<file path="src/common/vfem_pkg.sv">
package vfem_pkg;

	localparam int VFEM_CLASS_W = 6;
	localparam int VFEM_ADDR_W = 12;
	localparam int VFEM_DATA_W = 32;
	localparam int VFEM_COUNT_W = 16;
	localparam int VFEM_LOOKUP_LAT = 2;

	typedef enum logic [5:0] {
		OP_SP_STORE_CONTROL_STATUS = 6'h00,
		OP_SP_PACKED_SUB = 6'h01,
		OP_SP_SCALAR_SUB = 6'h02,
		OP_SP_UNORDERED_COMPARE_FLAGS = 6'h03,
		OP_SP_HIGH_INTERLEAVE = 6'h04,
		OP_SP_LOW_INTERLEAVE = 6'h05,
		OP_SP_PACKED_XOR = 6'h06,
		OP_DP_PACKED_ADD = 6'h07,
		OP_DP_SCALAR_ADD = 6'h08,
		OP_DP_INVERTED_AND = 6'h09,
		OP_DP_BITWISE_AND = 6'h0A,
		OP_DP_PACKED_PREDICATE_COMPARE = 6'h0B,
		OP_DP_SCALAR_PREDICATE_COMPARE = 6'h0C,
		OP_DP_ORDERED_COMPARE_FLAGS = 6'h0D,
		OP_INT_LANES_TO_SP = 6'h0E,
		OP_SP_TO_INT_LANES_ROUNDED = 6'h0F,
		OP_SP_TO_INT_LANES_TRUNCATED = 6'h10,
		OP_INT_LANES_TO_DP = 6'h11,
		OP_DP_TO_INT_LANES_ROUNDED = 6'h12,
		OP_DP_TO_INT_PAIR_ROUNDED = 6'h13,
		OP_DP_PACKED_NARROW_TO_SP = 6'h14,
		OP_LEGACY_INT_PAIR_TO_DP = 6'h15,
		OP_SP_PACKED_WIDEN_TO_DP = 6'h16,
		OP_DP_SCALAR_TO_GPR_INT_ROUNDED = 6'h17,
		OP_DP_SCALAR_NARROW_TO_SP = 6'h18,
		OP_GPR_INT_TO_DP_SCALAR = 6'h19,
		OP_SP_SCALAR_WIDEN_TO_DP = 6'h1A,
		OP_DP_TO_INT_LANES_TRUNCATED = 6'h1B,
		OP_DP_TO_INT_PAIR_TRUNCATED = 6'h1C,
		OP_DP_SCALAR_TO_GPR_INT_TRUNCATED = 6'h1D,
		OP_DP_PACKED_DIVIDE = 6'h1E,
		OP_DP_SCALAR_DIVIDE = 6'h1F,
		OP_DP_PACKED_MAXIMUM = 6'h20,
		OP_DP_SCALAR_MAXIMUM = 6'h21,
		OP_DP_PACKED_MINIMUM = 6'h22,
		OP_DP_SCALAR_MINIMUM = 6'h23,
		OP_DP_ALIGNED_MOVE = 6'h24,
		OP_DP_HIGH_HALF_MOVE = 6'h25,
		OP_DP_LOW_HALF_MOVE = 6'h26,
		OP_DP_SIGN_MASK_EXTRACT = 6'h27,
		OP_DP_SCALAR_MOVE = 6'h28,
		OP_DP_UNALIGNED_MOVE = 6'h29,
		OP_DP_PACKED_MULTIPLY = 6'h2A
	} vfem_class_t;

	// msb first: invalid, denormal, divide by zero, overflow, underflow, precision
	typedef struct packed {
		logic inv;
		logic den;
		logic zdiv;
		logic ovf;
		logic unf;
		logic prec;
	} vfem_cap_t;

	localparam vfem_cap_t VFEM_CAP_NONE = 6'h00;
	localparam vfem_cap_t VFEM_CAP_ID = 6'h30;
	localparam vfem_cap_t VFEM_CAP_IP = 6'h21;
	localparam vfem_cap_t VFEM_CAP_P = 6'h01;
	localparam vfem_cap_t VFEM_CAP_ALL = 6'h3F;
	localparam vfem_cap_t VFEM_CAP_NO_Z = 6'h37;
	localparam vfem_cap_t VFEM_CAP_DOUP = 6'h17;

	typedef struct packed {
		logic valid;
		logic [VFEM_CLASS_W-1:0] cls;
		vfem_cap_t raised;
	} vfem_look_req_t;

	typedef struct packed {
		logic valid;
		logic known;
		vfem_cap_t cap;
		vfem_cap_t permitted;
		logic denied;
	} vfem_look_rsp_t;

	typedef enum logic [1:0] {
		VFEM_ST_IDLE = 2'h1,
		VFEM_ST_RESP = 2'h2
	} vfem_apb_st_t;

	localparam logic [VFEM_ADDR_W-1:0] VFEM_CTRL_OFF = 12'h000;
	localparam logic [VFEM_ADDR_W-1:0] VFEM_STATUS_OFF = 12'h004;
	localparam logic [VFEM_ADDR_W-1:0] VFEM_QUERY_OFF = 12'h008;
	localparam logic [VFEM_ADDR_W-1:0] VFEM_VCOUNT_OFF = 12'h00C;

	localparam int VFEM_CTRL_EN_BIT = 0;
	localparam logic VFEM_CTRL_EN_RST = 1'h1;
	localparam int VFEM_STAT_VIOL_BIT = 0;
	localparam int VFEM_STAT_CLS_LSB = 8;
	localparam int VFEM_QUERY_CLS_LSB = 0;
	localparam int VFEM_QUERY_CAP_LSB = 16;
	localparam int VFEM_QUERY_UNK_BIT = 31;

endpackage

</file>
<file path="src/rtl/vfem_cap_rom.sv">
module vfem_cap_rom (
	input wire logic clk,
	input wire logic rst_n,
	input wire logic [vfem_pkg::VFEM_CLASS_W-1:0] cls,
	output vfem_pkg::vfem_cap_t cap,
	output logic known
);
	import vfem_pkg::*;

	vfem_cap_t cap_reg, cap_next;
	logic known_reg, known_next;

	always_comb begin
		known_next = 1'b1;
		case (vfem_class_t'(cls))
			OP_SP_STORE_CONTROL_STATUS, OP_SP_PACKED_XOR: cap_next = VFEM_CAP_NONE;
			OP_SP_HIGH_INTERLEAVE, OP_SP_LOW_INTERLEAVE: cap_next = VFEM_CAP_NONE;
			OP_SP_PACKED_SUB, OP_SP_SCALAR_SUB: cap_next = VFEM_CAP_DOUP;
			OP_SP_UNORDERED_COMPARE_FLAGS: cap_next = VFEM_CAP_ID;
			OP_DP_PACKED_ADD, OP_DP_SCALAR_ADD: cap_next = VFEM_CAP_NO_Z;
			OP_DP_INVERTED_AND, OP_DP_BITWISE_AND: cap_next = VFEM_CAP_NONE;
			OP_DP_PACKED_PREDICATE_COMPARE, OP_DP_SCALAR_PREDICATE_COMPARE,
			OP_DP_ORDERED_COMPARE_FLAGS: cap_next = VFEM_CAP_ID;
			OP_INT_LANES_TO_SP: cap_next = VFEM_CAP_P;
			OP_SP_TO_INT_LANES_ROUNDED, OP_SP_TO_INT_LANES_TRUNCATED: cap_next = VFEM_CAP_IP;
			OP_DP_TO_INT_LANES_ROUNDED, OP_DP_TO_INT_PAIR_ROUNDED, OP_DP_SCALAR_TO_GPR_INT_ROUNDED,
			OP_DP_TO_INT_LANES_TRUNCATED, OP_DP_TO_INT_PAIR_TRUNCATED,
			OP_DP_SCALAR_TO_GPR_INT_TRUNCATED: cap_next = VFEM_CAP_IP;
			OP_INT_LANES_TO_DP, OP_LEGACY_INT_PAIR_TO_DP,
			OP_GPR_INT_TO_DP_SCALAR: cap_next = VFEM_CAP_NONE;
			OP_DP_PACKED_NARROW_TO_SP, OP_DP_SCALAR_NARROW_TO_SP: cap_next = VFEM_CAP_NO_Z;
			OP_SP_PACKED_WIDEN_TO_DP, OP_SP_SCALAR_WIDEN_TO_DP: cap_next = VFEM_CAP_ID;
			OP_DP_PACKED_DIVIDE, OP_DP_SCALAR_DIVIDE: cap_next = VFEM_CAP_ALL;
			OP_DP_PACKED_MAXIMUM, OP_DP_SCALAR_MAXIMUM,
			OP_DP_PACKED_MINIMUM, OP_DP_SCALAR_MINIMUM: cap_next = VFEM_CAP_ID;
			OP_DP_ALIGNED_MOVE, OP_DP_HIGH_HALF_MOVE, OP_DP_LOW_HALF_MOVE,
			OP_DP_SCALAR_MOVE, OP_DP_UNALIGNED_MOVE: cap_next = VFEM_CAP_NONE;
			OP_DP_SIGN_MASK_EXTRACT: cap_next = VFEM_CAP_NONE;
			OP_DP_PACKED_MULTIPLY: cap_next = VFEM_CAP_NO_Z;
			default: begin
				// unknown codes allow nothing, so a bad decode cannot leak a flag
				cap_next = VFEM_CAP_NONE;
				known_next = 1'b0;
			end
		endcase
	end

	always_ff @(posedge clk) begin
		if (!rst_n) begin
			cap_reg <= VFEM_CAP_NONE;
			known_reg <= 1'b0;
		end else begin
			cap_reg <= cap_next;
			known_reg <= known_next;
		end
	end

	assign cap = cap_reg;
	assign known = known_reg;

endmodule

</file>
<file path="src/rtl/vfem_top.sv">
module vfem_top (
	input wire logic clk,
	input wire logic rst_n,
	input wire logic psel,
	input wire logic penable,
	input wire logic pwrite,
	input wire logic [vfem_pkg::VFEM_ADDR_W-1:0] paddr,
	input wire logic [vfem_pkg::VFEM_DATA_W-1:0] pwdata,
	output logic [vfem_pkg::VFEM_DATA_W-1:0] prdata,
	output logic pready,
	output logic pslverr,
	input vfem_pkg::vfem_look_req_t look_req,
	output vfem_pkg::vfem_look_rsp_t look_rsp
);
	import vfem_pkg::*;

	// pipeline stage one: the table lookup itself
	vfem_cap_t pipe_cap;
	logic pipe_known;
	logic s1_valid_reg, s1_valid_next;
	vfem_cap_t s1_raised_reg, s1_raised_next;
	logic [VFEM_CLASS_W-1:0] s1_cls_reg, s1_cls_next;

	vfem_cap_rom u_pipe_rom (
		.clk(clk),
		.rst_n(rst_n),
		.cls(look_req.cls),
		.cap(pipe_cap),
		.known(pipe_known)
	);

	// software query port uses its own copy so it never stalls the pipeline
	vfem_cap_t query_cap;
	logic query_known;
	logic [VFEM_CLASS_W-1:0] query_cls_reg, query_cls_next;

	vfem_cap_rom u_query_rom (
		.clk(clk),
		.rst_n(rst_n),
		.cls(query_cls_reg),
		.cap(query_cap),
		.known(query_known)
	);

	logic ctrl_en_reg, ctrl_en_next;

	always_comb begin
		s1_valid_next = look_req.valid && ctrl_en_reg;
		s1_raised_next = look_req.raised;
		s1_cls_next = look_req.cls;
	end

	always_ff @(posedge clk) begin
		if (!rst_n) begin
			s1_valid_reg <= 1'b0;
			s1_raised_reg <= VFEM_CAP_NONE;
			s1_cls_reg <= '0;
		end else begin
			s1_valid_reg <= s1_valid_next;
			s1_raised_reg <= s1_raised_next;
			s1_cls_reg <= s1_cls_next;
		end
	end

	// stage two: filter raised flags against capability
	vfem_look_rsp_t rsp_reg, rsp_next;
	logic [VFEM_CLASS_W-1:0] rsp_cls_reg, rsp_cls_next;

	always_comb begin
		rsp_next.valid = s1_valid_reg;
		rsp_next.known = s1_valid_reg && pipe_known;
		rsp_next.cap = s1_valid_reg ? pipe_cap : VFEM_CAP_NONE;
		rsp_next.permitted = s1_valid_reg ? (s1_raised_reg & pipe_cap) : VFEM_CAP_NONE;
		rsp_next.denied = s1_valid_reg && ((s1_raised_reg & ~pipe_cap) != VFEM_CAP_NONE);
		rsp_cls_next = s1_cls_reg;
	end

	always_ff @(posedge clk) begin
		if (!rst_n) begin
			rsp_reg <= '0;
			rsp_cls_reg <= '0;
		end else begin
			rsp_reg <= rsp_next;
			rsp_cls_reg <= rsp_cls_next;
		end
	end

	assign look_rsp = rsp_reg;

	// apb slave and register file
	vfem_apb_st_t st_reg, st_next;
	logic [VFEM_DATA_W-1:0] prdata_reg, prdata_next;
	logic pready_reg, pready_next;
	logic pslverr_reg, pslverr_next;
	logic viol_reg, viol_next;
	logic [VFEM_CLASS_W-1:0] viol_cls_reg, viol_cls_next;
	logic [VFEM_COUNT_W-1:0] vcount_reg, vcount_next;
	logic addr_hit;
	logic wr_commit;

	always_comb begin
		addr_hit = (paddr == VFEM_CTRL_OFF) || (paddr == VFEM_STATUS_OFF) ||
			(paddr == VFEM_QUERY_OFF) || (paddr == VFEM_VCOUNT_OFF);
		// writes land at the edge where the master sees pready high
		wr_commit = (st_reg == VFEM_ST_RESP) && psel && penable && pwrite && addr_hit;
	end

	always_comb begin
		st_next = st_reg;
		prdata_next = prdata_reg;
		pready_next = 1'b0;
		pslverr_next = 1'b0;
		case (st_reg)
			VFEM_ST_IDLE: begin
				if (psel && penable) begin
					st_next = VFEM_ST_RESP;
					pready_next = 1'b1;
					pslverr_next = !addr_hit;
					prdata_next = '0;
					if (!pwrite) begin
						case (paddr)
							VFEM_CTRL_OFF: prdata_next[VFEM_CTRL_EN_BIT] = ctrl_en_reg;
							VFEM_STATUS_OFF: begin
								prdata_next[VFEM_STAT_VIOL_BIT] = viol_reg;
								prdata_next[VFEM_STAT_CLS_LSB +: VFEM_CLASS_W] = viol_cls_reg;
							end
							VFEM_QUERY_OFF: begin
								prdata_next[VFEM_QUERY_CLS_LSB +: VFEM_CLASS_W] = query_cls_reg;
								prdata_next[VFEM_QUERY_CAP_LSB +: $bits(vfem_cap_t)] = query_cap;
								prdata_next[VFEM_QUERY_UNK_BIT] = !query_known;
							end
							VFEM_VCOUNT_OFF: prdata_next[VFEM_COUNT_W-1:0] = vcount_reg;
							default: prdata_next = '0;
						endcase
					end
				end
			end
			VFEM_ST_RESP: begin
				st_next = VFEM_ST_IDLE;
				prdata_next = '0;
			end
			default: begin
				st_next = VFEM_ST_IDLE;
				prdata_next = '0;
			end
		endcase
	end

	always_comb begin
		ctrl_en_next = ctrl_en_reg;
		query_cls_next = query_cls_reg;
		viol_next = viol_reg;
		viol_cls_next = viol_cls_reg;
		vcount_next = vcount_reg;
		if (wr_commit && paddr == VFEM_CTRL_OFF)
			ctrl_en_next = pwdata[VFEM_CTRL_EN_BIT];
		if (wr_commit && paddr == VFEM_QUERY_OFF)
			query_cls_next = pwdata[VFEM_QUERY_CLS_LSB +: VFEM_CLASS_W];
		if (wr_commit && paddr == VFEM_STATUS_OFF && pwdata[VFEM_STAT_VIOL_BIT])
			viol_next = 1'b0;
		// a violation in the clearing cycle still sets the flag
		if (rsp_reg.denied) begin
			viol_next = 1'b1;
			viol_cls_next = rsp_cls_reg;
			if (vcount_reg != '1)
				vcount_next = vcount_reg + 1'b1;
		end
	end

	always_ff @(posedge clk) begin
		if (!rst_n) begin
			st_reg <= VFEM_ST_IDLE;
			prdata_reg <= '0;
			pready_reg <= 1'b0;
			pslverr_reg <= 1'b0;
			ctrl_en_reg <= VFEM_CTRL_EN_RST;
			query_cls_reg <= '0;
			viol_reg <= 1'b0;
			viol_cls_reg <= '0;
			vcount_reg <= '0;
		end else begin
			st_reg <= st_next;
			prdata_reg <= prdata_next;
			pready_reg <= pready_next;
			pslverr_reg <= pslverr_next;
			ctrl_en_reg <= ctrl_en_next;
			query_cls_reg <= query_cls_next;
			viol_reg <= viol_next;
			viol_cls_reg <= viol_cls_next;
			vcount_reg <= vcount_next;
		end
	end

	assign prdata = prdata_reg;
	assign pready = pready_reg;
	assign pslverr = pslverr_reg;
endmodule

</file>
<file path="config.mk">
export PLATFORM = sky130hd
export DESIGN_NAME = vfem_top
export DESIGN_NICKNAME = d
export VERILOG_FILES = /design/src/common/vfem_pkg.sv /design/src/rtl/vfem_cap_rom.sv /design/src/rtl/vfem_top.sv
export SDC_FILE = /design/constraint.sdc
export NUM_CORES = 1
export LEC_CHECK = 0
export BUFFER_PORTS_ARGS = -buffer_cell sky130_fd_sc_hd__buf_2
export CORE_ASPECT_RATIO = 0.7
export CORE_MARGIN = 3
export CORE_UTILIZATION = 47
export CTS_CLUSTER_DIAMETER = 150
export CTS_CLUSTER_SIZE = 24
export DETAILED_ROUTE_END_ITERATION = 12
export MAX_ROUTING_LAYER = met4
export PLACE_DENSITY = 0.85
export SETUP_SLACK_MARGIN = 0.1
export SLEW_MARGIN = 20
export SYNTH_ARGS = -nofsm -noshare
export SYNTH_HDL_FRONTEND = slang
export SYNTH_SLANG_ARGS = --single-unit
</file>
<file path="constraint.sdc">
create_clock -name clk -period 1.7 [get_ports clk]
set_input_delay 0.085 -clock clk [delete_from_list [all_inputs] [get_ports clk]]
set_output_delay 0.085 -clock clk [all_outputs]
set_load 0.01 [all_outputs]
</file>
Word-level counts from Yosys, hierarchy flattened
Cells that the tools add are included.
Widths: inputs -> output; s select.
{"block": "totals", "register_bits": 114, "elab_cells": 194, "out_inout_bits": 49, "inputBits": 62}
{"block": "classes", "n_mux": 15, "n_bitwise": 3, "n_addsub": 1, "eq_ne": 90, "n_reduce_logical": 38}
{"operator": "$eq 6x5->1 const B", "n": 32}
{"operator": "$eq 6x6->1 const B", "n": 22}
{"operator": "$eq 6x4->1 const B", "n": 16}
{"operator": "$reduce_or 43->1", "n": 2}
{"operator": "$pmux 6 s6", "n": 2}
{"operator": "$eq 6x3->1 const B", "n": 8}
{"operator": "$mux 32", "n": 1}
{"operator": "$eq 12x4->1 const B", "n": 2}
{"operator": "$eq 6x2->1 const B", "n": 4}
{"operator": "$reduce_or 10->1", "n": 2}
{"operator": "$add 16x1->16 const B", "n": 1}
{"operator": "$ne 16x16->1 const B", "n": 1}
{"operator": "$reduce_or 8->1", "n": 2}
{"operator": "$and 6x6->6", "n": 2}
{"operator": "$eq 12x3->1 const B", "n": 1}
{"operator": "$eq 6x1->1 const B", "n": 2}
{"operator": "$logic_and 1x1->1", "n": 12}
{"operator": "$logic_not 12->1", "n": 1}
{"operator": "$logic_not 6->1", "n": 2}
{"operator": "$pmux 6 s2", "n": 1}
{"operator": "$pmux 5 s2", "n": 1}
{"operator": "$reduce_or 5->1", "n": 2}
{"operator": "$reduce_or 2->1", "n": 4}
{"operator": "$mux 1", "n": 6}
{"operator": "12 further kinds", "n": 18}

Longest topological paths before layout
Gate-level depths: netlist (run 1).
{"block": "logic_depth", "ltp_word": 9, "mapped_depth": 6, "mapped_depth_nobuf": 5}

Modules after synthesis
From an unflattened synthesis (run 1), not the netlist that was laid out.
{"block": "hier_totals", "cells_unflattened": 492, "hier_area_um2": 4588.2}
{"mod": "vfem_top", "seq_area_each_um2": 1821.7, "instances": 1, "cells_each": 366, "area_each_um2": 3547.2}
{"mod": "vfem_cap_rom", "seq_area_each_um2": 120.1, "instances": 2, "cells_each": 63, "area_each_um2": 520.5}

Least setup slack after synthesis (run 1)
Ideal clock, no wire load.
{"block": "synth_timing", "path_type": "register to register", "start": "reg vcount_reg[2]", "end": "reg vcount_reg[13]", "stages_incl_launch_ff": 6, "required_ps": 1630, "synth_period_minus_slack_ps": 1742, "arrival_ps": 1672, "setup_ps": 70, "slack_ps": -42, "cell_sequence": "dfxtp_1 and4_1 or3b_1 buf_2 or4_1 a21oi_1"}
{"block": "synth_via", "elab_chain_cells": 2, "elab_cells_between_ends": 3}
{"item": "from (decl)", "line": "vfem_top.sv:97", "text": "logic [VFEM_COUNT_W-1:0] vcount_reg, vcount_next;"}
{"item": "from (signal assigned)", "line": "vfem_top.sv:190", "text": "vcount_reg <= vcount_next;"}
{"item": "branches (longest 2 deep; another with $add 16x1->16)"}
Several ways; the timed one is not identified.
A chain may end at the register's enable or synchronous reset.

Final worst setup path (run 1)
{"block": "layout_timing", "start": "reg vcount_reg[1]", "end": "reg vcount_reg[9]"}
Same word-level chain as after synthesis.

==> impl_metrics.py, run 1 <==
metrics = {
    "layout": {
        "drive_gt1_share_pct": 28.5,
        "mostFrequentLayoutCells": "dfxtp_1, buf_2, nor2_1, buf_4, and2_1",
        "fin_util_pct": 63.3,
        "final_common_cell": "dfxtp_1",
        "seq_area_um2": 2040,
        "fillers": 665,
        "largest_register_ffs": 22,
        "multi_input_area_um2": 2120,
        "fin_cells": 692,
        "diodes": 0,
        "areaGrowthSynthToFinish_pct": 28.2,
        "final_nets": 630,
    },
    "global_routing": {
        "first_global_vias": 3850,
        "grt-ovfl-total": 0,
        "antenna_found_initial": 0,
        "grt_pass1_wl_um": 17800,
        "grtUsageTotal_pct": 21.9,
        "grt_max_degree": 35,
    },
    "power_and_ir_drop": {
        "p_sw_mw": 1.08,
        "clockPowerShare_pct": 44.5,
        "leakage_nw": 2.28,
        "internal_power_mw": 3.84,
        "p_sw_share_pct": 22.0,
        "ir_drop_v": 0.000483,
        "powerDensity_nw_per_um2": 898,
        "share_seq_of_total_power_pct": 49.3,
        "pwr-share-comb_pct": 6.2,
    },
    "synth": {
        "synth-edff-count": 0,
        "synthArstFlopShare_pct": 0,
        "ys_warn_count": 0,
        "ys_types": 63,
        "synth_xor_xnor_area_share_pct": 0.615,
        "synth-adder-area-share_pct": 0.293,
        "synthesis.area_um2": 4280,
        "synthCells": 468,
        "synth_ff_type": "dfxtp_1",
        "synth_seq_cells": 101,
        "synth_top_family_by_area": "simple AND/OR/NAND/NOR gates",
        "synth_mux_area_share_pct": 3.80,
        "postSynthAreaPerCell_um2": 9.14,
        "yosysSeqAreaShare_pct": 47.3,
        "synth_compound_area_share_pct": 18.5,
        "yosys.area_share.simple_pct": 22.5,
    },
    "detailed_routing": {
        "firstDrtPassIters": 6,
        "wirelength_um": 11100,
        "wl_per_cell_um": 16.0,
        "drc_errors": 0,
        "drtAntennaViolNets": 0,
        "vias_per_cell": 5.78,
        "drtIter0Drc": 377,
        "via_count": 4001,
    },
    "critical_path": {
        "worstPathArrival_ps": 1980,
        "critPathMaxFanout": 5,
        "max_stage_delay_ps": 510,
        "critical_path_buf_inv_count": 0,
        "cp_cell_sequence": "and4_4 > or3b_4 > or4_4 > a21oi_2",
        "end_kind": "register",
        "crit_type": "register to register",
        "cp_top_family": "simple AND/OR/NAND/NOR gates",
        "crit_required_ps": 1970,
        "crit_slowest_cell": "or4_4",
        "setup.worst_path.start_class": "register",
    },
    "sta": {
        "finalClockSkew_ps": 8.12,
        "tightest_slew_ps": 513,
        "min_period_ps": 1710,
        "fin_hold_ws_ps": 9.19,
        "max_slew_margin_pct": 65.8,
        "rsz0062_at_grt": "yes",
        "setup_viol": 1,
        "hold_viol_final": 0,
        "max_freq_ghz": 0.586,
        "finalWorstSetupSlack_ps": -7.73,
        "period_share_pct": 100,
        "slew_viol_final": 0,
    },
    "run_status": {
        "status": "finished, violations left",
        "violations": "setup timing",
    },
    "floorplan": {
        "die_area_um2": 10300,
        "num_rows": 28,
        "io_pins": 111,
        "start_util_pct": 49.4,
        "core_region_area_um2": 8650,
        "die_w_um": 120,
        "fp.dieH_um": 85.8,
    },
    "placement": {
        "portBuffers": 75,
        "gp_congestion": 0.880,
        "dp_hpwl_um": 7540,
        "dp.cells": 665,
        "pre_cts_slack_ps": -13.5,
    },
    "clock_network": {
        "htree_num_levels": 3,
        "root_buffer": "clkbuf_16",
        "cts.sink_count": 101,
        "clockBufferDepth": 2,
        "clk_pin_slew_ps": 70,
        "cts_tree": "done",
        "clkLatencyLatePin_ps": 350,
        "numCtsBuffers": 9,
    },
    "worst_hold_path": {
        "hold_class": "primary input to register",
    },
    "job": {
        "maxCapViolations": 0,
    },
}
## Yosys cell counts (all sizes together) (3+ instances only)
master | instances | share of area (%)
and4 | 5 | 1.0
or4 | 3 | 0.53
nor2b | 9 | 1.3
inv | 18 | 1.6
or3 | 7 | 1.0
clkbuf | 22 | 1.9
nor3 | 7 | 0.82
nand4 | 16 | 2.7
mux2i | 14 | 3.3
and3 | 9 | 1.3
nor2 | 35 | 3.1
o31ai | 7 | 1.2
o22ai | 3 | 0.44
buf | 18 | 2.9
a22o | 10 | 2.0
dfxtp | 101 | 47
o2111ai | 3 | 0.61
o21ai | 29 | 3.4
a221o | 6 | 1.4
o31a | 3 | 0.61
a2111oi | 3 | 0.61
nand3 | 9 | 1.1
nand2 | 21 | 1.8
nor4 | 8 | 1.5
a22oi | 3 | 0.53
a21oi | 29 | 3.4
nand2b | 6 | 0.88
and2 | 30 | 4.4
## layout make-up
| class | instances | share of cell area (%) |
|---|---|---|
| clock buffer | 10 | 4.18 |
| sequential | 101 | 37.3 |
| multi-input combinational | 315 | 38.7 |
| clock inverter | 6 | 1.74 |
| timing repair buffer | 120 | 13.7 |
| tap | 120 | 2.74 |
| inverter | 20 | 1.62 |
## worst reg2reg max path, delay by kind of cell, from the launching register on
kind	cells	cell delay (ps)
AND/OR/NAND/NOR	3	1150
AO/OA/AOI/OAI	1	130
flip-flops	1	360
## metal layers
layer  wire (µm)  vias up  global-route usage (%)
met5           0        -                       -
met4         199        0                    8.00
met3         738       26                    5.08
met2        5520      176                    36.7
met1        4600     1925                    25.8
li1            -     1874                       -
## timing repair
| action | 4_1_cts | 5_1_grt |
|---|---|---|
| pin swaps | 3 | 5 |
| gates resized for setup | 12 | 30 |
| endpoints found under the setup margin | 13 | 30 |
| cloned | 1 | 0 |
| setup buffers | 0 | 2 |
| hold endpoints to repair | 8 | 0 |
| hold buffers | 8 | 0 |
## final timing paths
path	startpoint	to	slack [ps]	cells past startpoint
worst max-delay path	vcount_reg[1]	vcount_reg[9]	-8	4
worst max register to register	vcount_reg[1]	vcount_reg[9]	-8	4
worst min-delay path	pwdata[1]	query_cls_reg[1]	9	3
worst min register to register	rsp_cls_next[5]	rsp_cls_reg[5]	430	1
## power by group through the flow
stage,registers (mW),logic (mW),clock network (mW)
4_1_cts,2.43,0.295,2.21
6_report,2.43,0.304,2.19
2_1_floorplan,2.48,0.179,0
3_3_place_gp,2.48,0.265,0
3_5_place_dp,2.48,0.275,0
5_1_grt,2.43,0.334,2.31
## logic make-up (layout without fill, tap and decap cells)
logic type | after synthesis | count (layout)
simple gates | 170 | 170
compound gates | 117 | 117
flops | 101 | 101
buf+inv | 60 | 156
mux | 15 | 15
xor+xnor | 3 | 3
fa+ha+maj | 1 | 1
other cells | 1 | 9
## stage by stage
| step | setup TNS, ps | area [µm²] | total power [mW] |
|---|---|---|---|
| global placement | 0 | 4900 | 2.74 |
| CTS | 0 | 5350 | 4.93 |
| finish | -7.73 | 5480 | 4.92 |
| global route | -21.9 | 5480 | 5.08 |
| detailed placement | -26.8 | 4900 | 2.76 |
| floorplan | 0 | 4320 | 2.66 |
(Power assumes the default switching activity.)
==> inputs of run 2 (changes only) <==
--- a/config.mk
+++ b/config.mk
@@ -6,7 +6,6 @@
 export NUM_CORES = 1
 export LEC_CHECK = 0
 export BUFFER_PORTS_ARGS = -buffer_cell sky130_fd_sc_hd__buf_2
-export CORE_ASPECT_RATIO = 0.7
 export CORE_MARGIN = 3
 export CORE_UTILIZATION = 47
 export CTS_CLUSTER_DIAMETER = 150
==> impl_metrics.py, run 2 (synthesis gave the netlist of run 1 again) <==
metrics = {
    "power_and_ir_drop": {
        "internal_power_mw": 3.10,
        "clockPowerShare_pct": 34.3,
        "leakage_nw": 2.27,
        "ir_drop_v": 0.000407,
        "power.total_mw": 4.17,
        "pwr-share-comb_pct": 7.5,
        "share_seq_of_total_power_pct": 58.2,
        "p_sw_mw": 1.08,
        "p_sw_share_pct": 25.8,
        "powerDensity_nw_per_um2": 776,
    },
    "floorplan": {
        "io_pins": 111,
        "fp.dieH_um": 101,
        "die_area_um2": 10300,
        "num_rows": 34,
        "die_w_um": 101,
        "start_util_pct": 48.8,
        "core_region_area_um2": 8760,
    },
    "clock_network": {
        "clockBufferDepth": 2,
        "clk_pin_slew_ps": 100,
        "cts.sink_count": 101,
        "cts_tree": "done",
        "htree_num_levels": 3,
        "clkLatencyLatePin_ps": 370,
        "numCtsBuffers": 9,
        "root_buffer": "clkbuf_8",
    },
    "placement": {
        "pre_cts_slack_ps": -76.8,
        "portBuffers": 75,
        "gp_congestion": 0.847,
        "dp_hpwl_um": 7310,
        "dpl_cell_area_um2": 4880,
    },
    "layout": {
        "fillers": 725,
        "mostFrequentLayoutCells": "dfxtp_1, buf_2, buf_4",
        "final_common_cell": "dfxtp_1",
        "drive_gt1_share_pct": 28.2,
        "fin_area_um2": 5380,
        "fin_util_pct": 61.4,
        "final_nets": 639,
        "areaGrowthSynthToFinish_pct": 25.8,
        "largest_register_ffs": 22,
        "diodes": 0,
    },
    "sta": {
        "finalClockSkew_ps": 9.70,
        "finalWorstSetupSlack_ps": -4.48,
        "period_share_pct": 100,
        "rsz0062_at_grt": "yes",
        "slew_viol_final": 0,
        "setup_viol": 2,
        "min_period_ps": 1700,
        "tightest_slew_ps": 540,
        "hold_viol_final": 0,
        "max_slew_margin_pct": 63.6,
        "max_freq_ghz": 0.587,
    },
    "critical_path": {
        "end_kind": "register",
        "max_stage_delay_ps": 490,
        "cp_top_family": "simple AND/OR/NAND/NOR gates",
        "critPathMaxFanout": 7,
        "r2r_slack_ps": -4,
        "cp_cell_sequence": "and4_4 > or3b_4 > or4_1 > a21oi_1",
        "critical_path_buf_inv_count": 0,
        "crit_required_ps": 2000,
        "r2r_start": "vcount_reg[1]",
        "crit_type": "register to register",
        "crit_slowest_cell": "or4_1",
        "crit_start": "vcount_reg[1]",
        "worstPathArrival_ps": 2010,
        "setup.worst_path.start_class": "register",
    },
    "detailed_routing": {
        "drc_errors": 0,
        "firstDrtPassIters": 5,
        "via_count": 3938,
        "drtIter0Drc": 198,
        "wirelength_um": 10800,
        "wl_per_cell_um": 15.6,
        "drtAntennaViolNets": 0,
        "vias_per_cell": 5.72,
    },
    "global_routing": {
        "grt_pass1_wl_um": 17300,
        "first_global_vias": 3755,
        "grt-ovfl-total": 0,
        "antenna_found_initial": 0,
        "grt_max_degree": 35,
        "grtUsageTotal_pct": 21.7,
    },
    "worst_hold_path": {
        "hp-start": "penable",
        "hold_class": "primary input to register",
    },
    "run_status": {
        "status": "finished, violations left",
        "violations": "setup timing",
    },
    "job": {
        "maxCapViolations": 0,
    },
}
run 2: cell count changes in the layout (fill, tap and decap cells not counted), sizes merged:
cell | previous run | this run
inv | 19 | 21
bufinv | 3 | 1
buf | 112 | 115
clkinv | 2 | 3
dlygate4sd3 | 8 | 14
clkbuf | 10 | 9
run 2: path summary, 6_finish.rpt:
kind	end	depth (start not counted)
min reg2reg	prdata[19]	1
max	vcount_reg[13]	4
min	pready	3
max reg2reg	vcount_reg[13]	4
run 2: stage by stage:
| step | TNS [ps] | instances | hold slack, ps |
|---|---|---|---|
| 4_1_cts | 0 | 685 | 27.6 |
| 6_report | -5.13 | 689 | 68.8 |
| 5_1_grt | -51.4 | 689 | 84.2 |
| 3_5_place_dp | -316 | 653 | 299 |
| 2_1_floorplan | 0 | 476 | 177 |
| 3_3_place_gp | -5.96 | 653 | 293 |
run 2: layer usage:
layer | share of wire (%) | track usage (%) | up-vias
li1 | - | - | 1895
met2 | 53 | 37.6 | 124
met4 | 1.9 | 8.69 | 0
met3 | 5.1 | 2.96 | 19
met1 | 41 | 25.1 | 1900
met5 | 0 | - | -
run 2: cell type report:
class / instances / area, µm² / area share, %
tap: 108 / 135 / 2.51
clock inverter: 7 / 57.6 / 1.07
timing repair buffer: 129 / 847 / 15.8
clock buffer: 9 / 124 / 2.30
sequential: 101 / 2030 / 37.8
inverter: 20 / 88.8 / 1.65
multi-input combinational: 315 / 2090 / 38.9
run 2: timing repair:
action,in CTS,in global routing
pin swaps,3,7
hold endpoints to repair,15,0
endpoints found under the setup margin,15,32
gates cloned,1,0
resized for setup,11,25
hold buffers,14,0
setup buffers,1,4
run 2: power by group through the flow:
stage / registers (mW) / logic, mW / clock network (mW)
after detailed placement: 2.48 / 0.275 / 0
final: 2.43 / 0.312 / 1.43
after global routing: 2.43 / 0.343 / 1.55
after CTS: 2.43 / 0.306 / 1.45
after floorplan: 2.48 / 0.179 / 0
after global placement: 2.48 / 0.268 / 0
run 2: tightest hold or removal path, stage by stage:
cell and delay, ps:
buf_2 110, nand2_1 130, nor2_1 70
==> inputs of run 3 (changes only) <==
--- a/config.mk
+++ b/config.mk
@@ -6,6 +6,7 @@
 export NUM_CORES = 1
 export LEC_CHECK = 0
 export BUFFER_PORTS_ARGS = -buffer_cell sky130_fd_sc_hd__buf_2
+export CORE_ASPECT_RATIO = 1.25
 export CORE_MARGIN = 3
 export CORE_UTILIZATION = 47
 export CTS_CLUSTER_DIAMETER = 150
==> impl_metrics.py, run 3 (synthesis gave the netlist of run 1 again) <==
metrics = {
    "global_routing": {
        "grt-ovfl-total": 0,
        "grtUsageTotal_pct": 21.2,
        "grt_max_degree": 35,
        "grt_pass1_wl_um": 17100,
        "grt_util_met2_pct": 36.8,
        "first_global_vias": 3764,
        "antenna_found_initial": 0,
        "globalRouteMet3Util_pct": 3.49,
        "grt_use_met1_pct": 22.9,
        "top_usage_layer": "met2",
    },
    "detailed_routing": {
        "vias_per_cell": 5.66,
        "drc_errors": 0,
        "via_count": 3948,
        "firstDrtPassIters": 5,
        "drtAntennaViolNets": 0,
        "wirelength_um": 10800,
        "wl_per_cell_um": 15.5,
        "drtIter0Drc": 285,
    },
    "sta": {
        "min_period_ps": 1690,
        "slew_viol_final": 0,
        "hold_viol_final": 0,
        "max_slew_margin_pct": 66.7,
        "setup_viol": 0,
        "finalClockSkew_ps": 10.1,
        "fin_setup_tns_ps": 0,
        "rsz0062_at_grt": "yes",
        "tightest_slew_ps": 487,
        "max_freq_ghz": 0.593,
        "period_share_pct": 99.2,
    },
    "layout": {
        "fillers": 739,
        "diodes": 0,
        "fin_util_pct": 61.0,
        "mostFrequentLayoutCells": "dfxtp_1, buf_2, buf_4",
        "final_common_cell": "dfxtp_1",
        "largest_register_ffs": 22,
        "fin_area_um2": 5330,
        "final_nets": 635,
        "areaGrowthSynthToFinish_pct": 24.8,
        "drive_gt1_share_pct": 27.2,
    },
    "clock_network": {
        "numCtsBuffers": 9,
        "htree_num_levels": 3,
        "clk_pin_slew_ps": 110,
        "root_buffer": "clkbuf_8",
        "clockBufferDepth": 2,
        "clkLatencyLatePin_ps": 380,
        "cts_tree": "done",
        "cts.sink_count": 101,
    },
    "critical_path": {
        "cpMostUsedCell": "buf_4",
        "path_depth": 7,
        "r2r_cells": 7,
        "critical_path_buf_inv_count": 3,
        "max_stage_delay_ps": 350,
        "cp_top_family": "simple AND/OR/NAND/NOR gates",
        "end_kind": "register",
        "crit_slowest_cell": "dfxtp_2",
        "r2r-end": "vcount_reg[4]",
        "r2r_slack_ps": 10,
        "cp-endpoint": "vcount_reg[4]",
        "crit_type": "register to register",
        "crit_required_ps": 2020,
        "r2r_start": "vcount_reg[0]",
        "cp_cell_sequence": "buf_4 > ha_2 > nand4_1 > buf_4 > buf_4 > or3_1 > a21oi_1",
        "worstPathArrival_ps": 2010,
        "critPathMaxFanout": 4,
        "setup.worst_path.start_class": "register",
        "crit_start": "vcount_reg[0]",
    },
    "placement": {
        "portBuffers": 75,
        "dp_hpwl_um": 7350,
        "gp_congestion": 0.898,
        "dpl_cell_area_um2": 4870,
    },
    "power_and_ir_drop": {
        "powerDensity_nw_per_um2": 783,
        "ir_drop_v": 0.000369,
        "leakage_nw": 2.21,
    },
    "floorplan": {
        "start_util_pct": 48.9,
        "fp.dieH_um": 113,
        "die_w_um": 91.3,
        "die_area_um2": 10300,
        "core_region_area_um2": 8750,
        "io_pins": 111,
        "num_rows": 38,
    },
    "run_status": {
        "status": "complete, no violations",
    },
    "worst_hold_path": {
        "hold_class": "primary input to register",
    },
    "job": {
        "maxCapViolations": 0,
    },
}
[run 3: report_power, final]
group | internal (mW) | switching (mW) | total [mW]
Sequential | 2.41 | 0.0182 | 2.43
Combinational | 0.134 | 0.170 | 0.304
Clock | 0.564 | 0.883 | 1.45
[run 3: worst min-delay path, delay by kind of cell]
family / cells / cell delay [ps]
and+or+nand+nor: 2 / 180
buffers and inverters: 1 / 110
[run 3: worst min path at each step]
| stage | startpoint | to | slack, ps | depth (start not counted) |
|---|---|---|---|---|
| 2_1_floorplan | look_req[11] | u_pipe_rom.known | 180 | 1 |
| 3_3_place_gp | look_req[0] | s1_raised_reg[0] | 290 | 2 |
| 3_5_place_dp | look_req[1] | s1_raised_reg[1] | 300 | 2 |
| 4_1_cts | penable | pready | 10 | 3 |
| 5_1_grt | look_req[8] | rsp_cls_next[2] | 60 | 2 |
| 6_report | penable | pready | 40 | 3 |
[run 3: layout make-up]
| type | count | area [µm²] | share of cell area (%) |
|---|---|---|---|
| multi-input cells | 315 | 2070 | 38.8 |
| flip-flops and latches | 101 | 2030 | 38.1 |
| repair buffers | 125 | 798 | 15.0 |
| well taps | 120 | 150 | 2.81 |
| clock buffers | 9 | 124 | 2.32 |
| inverters | 20 | 88.8 | 1.67 |
| clock inverters | 7 | 68.8 | 1.29 |
[run 3: timing repair]
item,in CTS,in global routing
setup endpoints to repair,17,27
endpoints found under the hold margin,15,0
resized for setup,11,12
pin swaps,4,4
hold buffers,14,0
buffers inserted,3,2
[run 3: through the flow]
| step | cells | hold WS [ps] | power (mW) | setup WS [ps] |
|---|---|---|---|---|
| floorplan | 476 | 177 | 2.66 | 15.5 |
| global placement | 662 | 291 | 2.74 | 46.6 |
| detailed placement | 662 | 298 | 2.75 | -83.8 |
| CTS | 695 | 9.76 | 4.21 | 46.5 |
| global route | 697 | 58.9 | 4.35 | -46.9 |
| finish | 697 | 39.8 | 4.18 | 14.1 |
[run 3: metal layers]
metal  share of wire [%]  vias up
met4                 4.0        0
met1                  40     1856
met5                   0        -
li1                    -     1889
met3                 4.7       41
met2                  52      162
